==> src/core/rmps_pkg.sv <==
// Purpose: Shared constants for the reduced-interface PHY-side timing block
// Assumes: One clock, clk_in, that stands in for the reference clock
// Notes:   Latencies are held in tenths of a bit time
package rmps_pkg;

  localparam int CLK_PERIOD_NS  = 50;
  localparam int REF_PERIOD_NS  = 20;
  localparam int BIT_TIME_NS    = 10;
  localparam int TX_LAT_TENTHS  = 170;
  localparam int CRS_ON_TENTHS  = 185;
  localparam int CRS_OFF_TENTHS = 270;
  localparam int RX_LAT_TENTHS  = 380;
  localparam int LOOP_MAX_NS    = 2000;
  localparam int HOLD_10M_CYC   = 10;
  localparam logic [1:0] EB_DEFAULT = 2'h1;

  // Bit-time latency to whole cycles, rounded up, never below one
  function automatic int lat_cyc(input int tenths);
    int c;
    c = (tenths * BIT_TIME_NS + 10 * CLK_PERIOD_NS - 1) / (10 * CLK_PERIOD_NS);
    return (c < 1) ? 1 : c;
  endfunction

  localparam int TX_LAT_CYC   = lat_cyc(TX_LAT_TENTHS);
  localparam int CRS_ON_CYC   = lat_cyc(CRS_ON_TENTHS);
  localparam int CRS_OFF_CYC  = lat_cyc(CRS_OFF_TENTHS);
  localparam int RX_LAT_CYC   = lat_cyc(RX_LAT_TENTHS);
  localparam int LOOP_MAX_CYC = LOOP_MAX_NS / CLK_PERIOD_NS;

  typedef enum logic [1:0] {
    RMPS_IDLE    = 2'h0,
    RMPS_CARRIER = 2'h1,
    RMPS_DRAIN   = 2'h3
  } rmps_rx_state_t;

endpackage

==> src/core/rmps_pipe_if.sv <==
// Purpose: Carrier for a word moving between the block and its delay lines
// Assumes: Same clock on both ends
// Notes:   Width set per instance
`timescale 1ns/1ps
`default_nettype none
interface rmps_pipe_if #(parameter int W = 1);
  logic [W-1:0] d;
  modport src (output d);
  modport snk (input d);
endinterface
`default_nettype wire

==> src/core/rmps_delay.sv <==
// Purpose: Fixed-length registered delay line
// Assumes: DEPTH of one or more
// Notes:   Output comes straight from the last stage
`timescale 1ns/1ps
`default_nettype none
module rmps_delay
  import rmps_pkg::*;
#(
  parameter int W     = 1,
  parameter int DEPTH = 1
) (
  // Clock and reset
  input  wire logic  clk_in,
  input  wire logic  sys_rst_in,
  // Word in and out
  rmps_pipe_if.snk   in_if,
  rmps_pipe_if.src   out_if
);

  logic [W-1:0] stage_r [DEPTH];

  always_ff @(posedge clk_in or posedge sys_rst_in) begin
    if (sys_rst_in) begin
      for (int i = 0; i < DEPTH; i++) begin
        stage_r[i] <= '0;
      end
    end else begin
      stage_r[0] <= in_if.d;
      for (int i = 1; i < DEPTH; i++) begin
        stage_r[i] <= stage_r[i-1];
      end
    end
  end

  assign out_if.d = stage_r[DEPTH-1];

endmodule // rmps_delay
`default_nettype wire

==> src/core/rmps_pace.sv <==
// Purpose: Dibit pacing strobe and slow transmit clock phase
// Assumes: Mode input is steady between frames
// Notes:   Strobe every cycle at 100 Mb/s, every tenth at 10 Mb/s
`timescale 1ns/1ps
`default_nettype none
module rmps_pace
  import rmps_pkg::*;
(
  // Clock and reset
  input  wire logic clk_in,
  input  wire logic sys_rst_in,
  // Mode
  input  wire logic speed_10m_in,
  // Pacing
  output logic      strobe_out,
  output logic      phase_out
);

  logic [3:0] cnt_r;
  logic [3:0] cnt_nxt;
  logic       phase_r;
  logic       wrap_w;

  assign wrap_w     = (cnt_r == 4'(HOLD_10M_CYC - 1));
  assign cnt_nxt    = (wrap_w || !speed_10m_in) ? 4'h0 : cnt_r + 4'h1;
  assign strobe_out = !speed_10m_in || (cnt_r == 4'h0);
  assign phase_out  = phase_r;

  always_ff @(posedge clk_in or posedge sys_rst_in) begin
    if (sys_rst_in) begin
      cnt_r   <= 4'h0;
      phase_r <= 1'b0;
    end else begin
      cnt_r   <= cnt_nxt;
      phase_r <= speed_10m_in && (cnt_nxt < 4'(HOLD_10M_CYC / 2));
    end
  end

endmodule // rmps_pace
`default_nettype wire

==> src/core/rmps_phy_side.sv <==
// Purpose: PHY-side timing of the reduced interface toward a MAC
// Assumes: clk_in is the reference clock; MAC pins are synchronous to it
// Notes:   Line side is abstracted to dibit streams with an activity level
`timescale 1ns/1ps
`default_nettype none
module rmps_phy_side
  import rmps_pkg::*;
(
  // Clock and reset
  input  wire logic       clk_in,
  input  wire logic       sys_rst_in,
  // Mode
  input  wire logic       speed_10m_in,
  input  wire logic       loopback_in,
  // MAC transmit
  input  wire logic [1:0] txd_in,
  input  wire logic       tx_en_in,
  // MAC receive
  output logic      [1:0] rxd_out,
  output logic            crs_dv_out,
  output logic            rx_dv_out,
  output logic            rx_er_out,
  // Clocks out
  output logic            tx_clk_out,
  output logic            derived_clk_out,
  // Line transmit
  output logic      [1:0] line_txd_out,
  output logic            line_tx_en_out,
  // Line receive
  input  wire logic [1:0] line_rxd_in,
  input  wire logic       line_rx_act_in,
  input  wire logic       line_rx_err_in
);

  // Pacing
  logic strobe_w;
  logic slow_phase_w;

  rmps_pace u_pace (
    .clk_in       (clk_in),
    .sys_rst_in   (sys_rst_in),
    .speed_10m_in (speed_10m_in),
    .strobe_out   (strobe_w),
    .phase_out    (slow_phase_w)
  );

  // Transmit capture
  logic [1:0] txd_r;
  logic       tx_en_r;

  always_ff @(posedge clk_in or posedge sys_rst_in) begin
    if (sys_rst_in) begin
      txd_r   <= 2'h0;
      tx_en_r <= 1'b0;
    end else if (strobe_w) begin
      txd_r   <= txd_in;
      tx_en_r <= tx_en_in;
    end
  end

  // Transmit latency to the line
  rmps_pipe_if #(.W(3)) tx_in_if ();
  rmps_pipe_if #(.W(3)) tx_out_if ();

  assign tx_in_if.d = {tx_en_r, txd_r};

  rmps_delay #(
    .W     (3),
    .DEPTH (TX_LAT_CYC)
  ) u_tx_dly (
    .clk_in     (clk_in),
    .sys_rst_in (sys_rst_in),
    .in_if      (tx_in_if),
    .out_if     (tx_out_if)
  );

  assign line_tx_en_out = tx_out_if.d[2];
  assign line_txd_out   = tx_out_if.d[1:0];

  // Receive source: line, or transmit path in 10 Mb/s loopback
  logic       loop_w;
  logic       src_act_w;
  logic [1:0] src_d_w;
  logic       src_err_w;

  assign loop_w    = loopback_in && speed_10m_in;
  assign src_act_w = loop_w ? tx_en_r : line_rx_act_in;
  assign src_d_w   = loop_w ? txd_r : line_rxd_in;
  assign src_err_w = loop_w ? 1'b0 : line_rx_err_in;

  // Start and end of stream events
  logic act_d_r;
  logic rise_w;
  logic fall_w;

  always_ff @(posedge clk_in or posedge sys_rst_in) begin
    if (sys_rst_in) begin
      act_d_r <= 1'b0;
    end else begin
      act_d_r <= src_act_w;
    end
  end

  assign rise_w = src_act_w && !act_d_r;
  assign fall_w = !src_act_w && act_d_r;

  // Receive data latency
  rmps_pipe_if #(.W(4)) rx_in_if ();
  rmps_pipe_if #(.W(4)) rx_out_if ();

  assign rx_in_if.d = {src_act_w, src_err_w, src_d_w};

  rmps_delay #(
    .W     (4),
    .DEPTH (RX_LAT_CYC)
  ) u_rx_dly (
    .clk_in     (clk_in),
    .sys_rst_in (sys_rst_in),
    .in_if      (rx_in_if),
    .out_if     (rx_out_if)
  );

  // Carrier on latency
  rmps_pipe_if #(.W(1)) on_in_if ();
  rmps_pipe_if #(.W(1)) on_out_if ();

  assign on_in_if.d = rise_w;

  rmps_delay #(
    .W     (1),
    .DEPTH (CRS_ON_CYC)
  ) u_on_dly (
    .clk_in     (clk_in),
    .sys_rst_in (sys_rst_in),
    .in_if      (on_in_if),
    .out_if     (on_out_if)
  );

  // Carrier off latency
  rmps_pipe_if #(.W(1)) off_in_if ();
  rmps_pipe_if #(.W(1)) off_out_if ();

  assign off_in_if.d = fall_w;

  rmps_delay #(
    .W     (1),
    .DEPTH (CRS_OFF_CYC)
  ) u_off_dly (
    .clk_in     (clk_in),
    .sys_rst_in (sys_rst_in),
    .in_if      (off_in_if),
    .out_if     (off_out_if)
  );

  // Pipe outputs
  logic       on_evt_w;
  logic       off_evt_w;
  logic       pipe_vld_w;
  logic       pipe_err_w;
  logic [1:0] pipe_d_w;

  assign on_evt_w   = on_out_if.d[0];
  assign off_evt_w  = off_out_if.d[0];
  assign pipe_vld_w = rx_out_if.d[3];
  assign pipe_err_w = rx_out_if.d[2];
  assign pipe_d_w   = rx_out_if.d[1:0];

  // Carrier state
  rmps_rx_state_t state_r;
  rmps_rx_state_t state_nxt;

  always_comb begin
    state_nxt = state_r;
    case (state_r)
      RMPS_IDLE: begin
        if (on_evt_w) begin
          state_nxt = RMPS_CARRIER;
        end
      end
      RMPS_CARRIER: begin
        if (off_evt_w) begin
          state_nxt = RMPS_DRAIN;
        end
      end
      RMPS_DRAIN: begin
        if (on_evt_w) begin
          state_nxt = RMPS_CARRIER;
        end else if (strobe_w && !pipe_vld_w) begin
          state_nxt = RMPS_IDLE;
        end
      end
      default: begin
        state_nxt = RMPS_IDLE;
      end
    endcase
  end

  always_ff @(posedge clk_in or posedge sys_rst_in) begin
    if (sys_rst_in) begin
      state_r <= RMPS_IDLE;
    end else begin
      state_r <= state_nxt;
    end
  end

  // Receive launch registers
  logic [1:0] rxd_r;
  logic       rx_dv_r;
  logic       rx_er_r;
  logic       crs_hold_r;
  logic       crs_hold_nxt;

  always_comb begin
    crs_hold_nxt = crs_hold_r;
    case (state_nxt)
      RMPS_CARRIER: begin
        crs_hold_nxt = 1'b1;
      end
      RMPS_DRAIN: begin
        if (state_r != RMPS_DRAIN) begin
          crs_hold_nxt = 1'b0;
        end else if (strobe_w) begin
          crs_hold_nxt = !crs_hold_r;
        end
      end
      default: begin
        crs_hold_nxt = 1'b0;
      end
    endcase
  end

  always_ff @(posedge clk_in or posedge sys_rst_in) begin
    if (sys_rst_in) begin
      rxd_r      <= 2'h0;
      rx_dv_r    <= 1'b0;
      rx_er_r    <= 1'b0;
      crs_hold_r <= 1'b0;
    end else begin
      crs_hold_r <= crs_hold_nxt;
      if (strobe_w) begin
        rxd_r   <= pipe_vld_w ? pipe_d_w : 2'h0;
        rx_er_r <= pipe_vld_w && pipe_err_w;
        rx_dv_r <= pipe_vld_w;
      end
    end
  end

  // Carrier asserts straight from the on event in RMPS_IDLE, no launch edge
  assign crs_dv_out = crs_hold_r || (state_r == RMPS_IDLE && on_evt_w);
  assign rxd_out    = rxd_r;
  assign rx_dv_out  = rx_dv_r;
  assign rx_er_out  = rx_er_r;

  // Derived clocks
  logic div2_r;

  always_ff @(posedge clk_in or posedge sys_rst_in) begin
    if (sys_rst_in) begin
      div2_r <= 1'b0;
    end else begin
      div2_r <= !div2_r;
    end
  end

  assign derived_clk_out = div2_r;
  assign tx_clk_out      = speed_10m_in ? slow_phase_w : div2_r;

endmodule // rmps_phy_side
`default_nettype wire

==> config.mk <==
export PLATFORM = sky130hd
export DESIGN_NAME = rmps_phy_side
export DESIGN_NICKNAME = d
export VERILOG_FILES = /design/src/core/rmps_pkg.sv /design/src/core/rmps_pipe_if.sv /design/src/core/rmps_delay.sv /design/src/core/rmps_pace.sv /design/src/core/rmps_phy_side.sv
export SDC_FILE = /design/constraint.sdc
export NUM_CORES = 1
export LEC_CHECK = 0
export BUFFER_PORTS_ARGS = -buffer_cell sky130_fd_sc_hd__clkbuf_2
export CAP_MARGIN = 10
export CORE_MARGIN = 10
export CORE_UTILIZATION = 60
export CTS_BUF_LIST = sky130_fd_sc_hd__clkbuf_8
export DETAILED_ROUTE_END_ITERATION = 8
export PLACE_DENSITY_LB_ADDON = 0.12
export SYNTH_ARGS = -nofsm -noshare
export SYNTH_HDL_FRONTEND = slang
export SYNTH_SLANG_ARGS = --single-unit
==> constraint.sdc <==
create_clock -name clk_in -period 4.1 [get_ports clk_in]
set_clock_uncertainty 0.2 [all_clocks]
set_input_delay 1.23 -clock clk_in [delete_from_list [all_inputs] [get_ports clk_in]]
set_output_delay 1.23 -clock clk_in [all_outputs]
set_load 0.03 [all_outputs]
# Yosys cells after proc, flatten, opt, wreduce, memory -nomap -nowiden
# Index checks and enable logic that the tools add are counted.
dict set report op_classes {
  n_addsub 1
  multipliers 0
  div 0
  order_cmp 1
  eq_ne 7
  shift 0
  n_mux 14
  n_bitwise 0
  reduce_logical 18
}
# op n
set op_table {}
lappend op_table {{2-bit two-way mux} 6}
lappend op_table {{1-bit logical AND} 7}
lappend op_table {{1-bit zero test} 6}
lappend op_table {{2-bit one-hot mux with 3 select lines} 1}
lappend op_table {{1-bit two-way mux} 5}
lappend op_table {{4-bit by 1-bit adder with 4-bit output, second input constant} 1}
lappend op_table {{2-bit by 1-bit equality test with 1-bit output, second input constant} 2}
lappend op_table {{2-bit equality test, second input constant} 2}
lappend op_table {{4-bit equality test, second input constant} 1}
lappend op_table {{4-bit zero test} 1}
lappend op_table {{4-bit by 3-bit less-than comparator with 1-bit output, second input constant} 1}
lappend op_table {{4-bit two-way mux} 1}
lappend op_table {{1-bit logical OR} 3}
lappend op_table {{3-bit inequality test, second input constant} 1}
lappend op_table {{2-bit zero test} 1}
lappend op_table {{2-bit inequality test, second input constant} 1}
lappend op_table {{1-bit one-hot mux with 2 select lines} 1}
dict set report totals {
  reg_bits 71
  latchBits 0
  ramBits 0
  mem_bits_ro 0
  inputBits 11
  word_cells 74
  n_memories 0
}

# Longest topological paths before layout
dict set report logic_depth {
  word_depth 8
  ltp_mapped 6
}

# Modules after synthesis
# Synthesis repeated with hierarchy kept, for this count alone.
dict set report hier_totals {
  cells_unflattened 146
  hier_area_um2 2258.4
}
# mod instances cells_per_inst area_each_um2 seq_area_each_um2
set modules_own_cells {}
lappend modules_own_cells {{rmps_delay (u_rx_dly)} 1 37 834.6 800.8}
lappend modules_own_cells {rmps_phy_side 1 53 546.8 300.3}
lappend modules_own_cells {{rmps_delay (u_tx_dly)} 1 16 326.6 300.3}
lappend modules_own_cells {rmps_pace 1 28 292.8 125.1}
lappend modules_own_cells {{rmps_delay (u_off_dly)} 1 7 153.9 150.1}
lappend modules_own_cells {{rmps_delay (u_on_dly)} 1 5 103.8 100.1}

# Least setup slack after synthesis
# Ideal clock, no wire load.
dict set report synth_timing {
  path_type {in2out}
  from {input port speed_10m_in}
  to {output port tx_clk_out}
  t_arrival_ns 1.920
  t_required_ns 2.670
  path_slack_ns 0.750
  stages 1
  path_buffers 0
  path_cell_list {o21ai_0}
}
dict set report synth_between {
  elab_chain_cells 1
}
# element line
set synth_lines {}
lappend synth_lines {{start: declaration} rmps_phy_side.sv:13} ;# input wire logic speed_10m_in,
lappend synth_lines {{1-bit two-way mux} rmps_phy_side.sv:266} ;# assign tx_clk_out = speed_10m_in ? slow_phase_w : div2_r;
lappend synth_lines {{end: declaration} rmps_phy_side.sv:24} ;# output logic tx_clk_out,
# Every way passes these cells.

# Final worst setup path
# Same ends and word-level chain as after synthesis.

==> impl_metrics.csv <==
group,metric,value,unit
clock_tree,clk_pin_slew,0.07,ns
drt,routed_wl,3270,um
placed_design,place.gp.congestion,0.761,
drt,via_per_inst,4.96,
logic_synthesis,yosys-top-cells-area,"dfrtp_1 81%, nand2_1 3.8%, ha_1 1.7%, inv_1 1.6%, nand3_1 1.2%",
timing,rsz0062_at_grt,"false",
clock_tree,hold_buffers,0,
global_route,gr-usage-met3,6.24,%
timing,final_max_slew_viol_count,0,
global_route,grt_antenna_before_repair,0,
clock_tree,clock_path_buffers,2,
power_and_ir_drop,leakagePower,0.00127,uW
layout,drive_gt1_share,26.4,%
floorplan,die_x,80.1,um
global_route,top_usage_layer,"met2",
drt,drt_pass1_iterations,4,
clock_tree,cts_resized,0,
timing,setup_viol,0,
logic_synthesis,yosys-top-cells-count,"70 x dfrtp_1, 22 x nand2_1, 9 x inv_1",
power_and_ir_drop,seqPwrFrac,52.6,%
global_route,grtUsageMet2,19.7,%
worst_setup_path,critPathLaunchType,"primary input",
drt,ant_nets,0,
clock_tree,cts_sinks,70,
floorplan,coreArea,0.00342,mm^2
timing,period_share,77.9,%
floorplan,ios,21,
clock_tree,cts-htree-levels,3,
timing,finalCriticalPeriod,3.20,ns
logic_synthesis,syn-instance-count,142,
logic_synthesis,synth_seq_cells,70,
worst_setup_path,criticalPathCategory,"primary input to output port",
logic_synthesis,async_flop_share,100,%
worst_setup_path,cp.required,2.67,ns
logic_synthesis,synthDistinctLibCells,24,
global_route,grt_max_degree,30,
worst_setup_path,cp-end-kind,"output port",
clock_tree,cts_setup_buffers,0,
power_and_ir_drop,p_sw,362,uW
power_and_ir_drop,swShare,23.8,%
drt,first_iter_violations,32,
logic_synthesis,synth.largest_area_cell,"dfrtp_1",
layout,num_antenna_cells,0,
global_route,grt_use_total,11.9,%
placed_design,dp_hpwl,2120,um
status,status,"complete, no violations",
power_and_ir_drop,intPower,1160,uW
floorplan,placementRows,21,
power_and_ir_drop,vdd_drop_max,0.000335,V
clock_tree,cts_tree,"done",
global_route,grt_pass1_vias,1270,
timing,fmax,0.313,GHz
clock_tree,cts-root-buf,"clkbuf_8",
layout,area_growth,17.4,%
drt,drc_errors,0,
logic_synthesis,ys_seq_area_share,80.8,%
drt,wire_per_inst,14.6,um
worst_setup_path,cp.arrival,1.77,ns
drt,vias,1110,
logic_synthesis,synth_top_area_share,80.8,%
global_route,grt_pass1_wl,5590,um
timing,whs,0.137,ns
logic_synthesis,syn_avg_cell_area,15.3,um^2
power_and_ir_drop,comb_power_share,9.4,%
timing,worst_slew_pin_slew,0.575,ns
flow_run,maxCapViolCount,0,
power_and_ir_drop,power_density,599,mW/mm^2
worst_setup_path,path_max_fanout,6,
logic_synthesis,synth.most_common_cell,"dfrtp_1",
global_route,grtUsageMet1,11.8,%
logic_synthesis,synthesis.nets,156,
floorplan,die_area,0.00642,mm^2
timing,finalHoldViolCount,0,
hold_path,hold_class,"flip-flop to flip-flop",
timing,slew_headroom,61.6,%
logic_synthesis,synth-edff-count,0,
floorplan,initial_core_util,63.4,%
global_route,grt-ovfl-total,0,
floorplan,die_height,80.1,um
placed_design,portBuffers,20,
layout,finalNetCount,187,
logic_synthesis,yosysWarningCount,0,
logic_synthesis,mappedNetlistArea,0.00217,mm^2
power_and_ir_drop,pwr-share-clk,38.0,%
logic_synthesis,synth_flop_cell,"dfrtp_1",
timing,tns,0,ns
clock_tree,cts_buffers,9,
clock_tree,insertion_delay,0.34,ns
==> routing by layer <==
layer  vias to the layer above  part of all wire [%]
met5                         -                     0
li1                        515                     -
met4                         0                   1.3
met3                         4                   5.8
met2                        23                    51
met1                       568                    42
==> kinds of logic after synthesis <==
group / after synthesis / synth area share (%)
mux: 3 / 1.50
simple gates: 43 / 9.30
flops: 70 / 80.8
fa+ha+maj: 3 / 1.73
buf+inv: 11 / 2.25
compound gates: 12 / 4.39
==> state kept, by name (all words and copies together), names as in the netlist, 3 cells and up <==
register	cells
u_rx_dly.stage_r	27
u_tx_dly.stage_r	9
u_off_dly.stage_r	5
u_pace.cnt_r	4
u_rx_dly.out_if.d	4
u_on_dly.stage_r	3
u_tx_dly.out_if.d	3
==> power by group through the flow <==
stage	logic [uW]	clock network (uW)	registers [uW]
2_1_floorplan	95.9	0	816
3_3_place_gp	137	0	808
3_5_place_dp	143	0	815
4_1_cts	147	592	803
5_1_grt	159	622	810
6_report	144	578	801
==> critical path, cell delays in order <==
cell and delay [ns]:
clkbuf_2 0.12, o21ai_0 0.18, clkbuf_2 0.24
==> final timing paths <==
check | startpoint | slack [ns] | cells after the start | endpoint
setup / recovery | speed_10m_in | 0.90 | 3 | tx_clk_out
hold reg to reg | u_rx_dly.stage_r[16] | 0.14 | 0 | u_rx_dly.stage_r[12]
hold / removal | u_rx_dly.stage_r[16] | 0.14 | 0 | u_rx_dly.stage_r[12]
min in group asynchronous | sys_rst_in | 0.73 | 2 | u_off_dly.stage_r[4]
max in group asynchronous | sys_rst_in | 2.26 | 3 | u_rx_dly.out_if.d[1]
setup reg to reg | u_pace.cnt_r[0] | 2.41 | 5 | crs_hold_r
==> layout by cell type (no fill, tap or decap), types with 2 or more instances in the layout <==
cell type | Yosys | final
clkbuf_2 | 0 | 20
nand3_1 | 5 | 5
ha_1 | 3 | 3
o21ai_0 | 3 | 3
clkinv_2 | 0 | 2
buf_4 | 2 | 2
and2_1 | 3 | 3
a21oi_1 | 3 | 3
inv_1 | 9 | 8
dfrtp_1 | 70 | 70
nand2b_1 | 2 | 2
clkbuf_8 | 0 | 13
nor2_1 | 5 | 5
mux2_2 | 2 | 2
nand2_1 | 22 | 22
nand3b_1 | 2 | 2
==> stage by stage <==
| step | util [%] | setup WS [ns] | instance area [um^2] | instances | total power (uW) |
|---|---|---|---|---|---|
| after floorplan | - | 0.750 | 2170 | 142 | 912 |
| after global placement | 68.1 | 0.940 | 2320 | 208 | 945 |
| after detailed placement | 68.1 | 0.912 | 2320 | 208 | 958 |
| after CTS | 74.5 | 0.903 | 2540 | 224 | 1540 |
| after global routing | 74.5 | 0.889 | 2540 | 224 | 1590 |
| final | 74.5 | 0.904 | 2540 | 224 | 1520 |
==> area by class of cell <==
type,count,area [um^2]
inverter,9,33.8
clock inverter,3,40.0
clock buffer,13,179
sequential,70,1750
tap,46,57.6
fill,228,872
timing repair buffer,22,115
multi-input combinational,61,367
(Power assumes the default switching activity.)
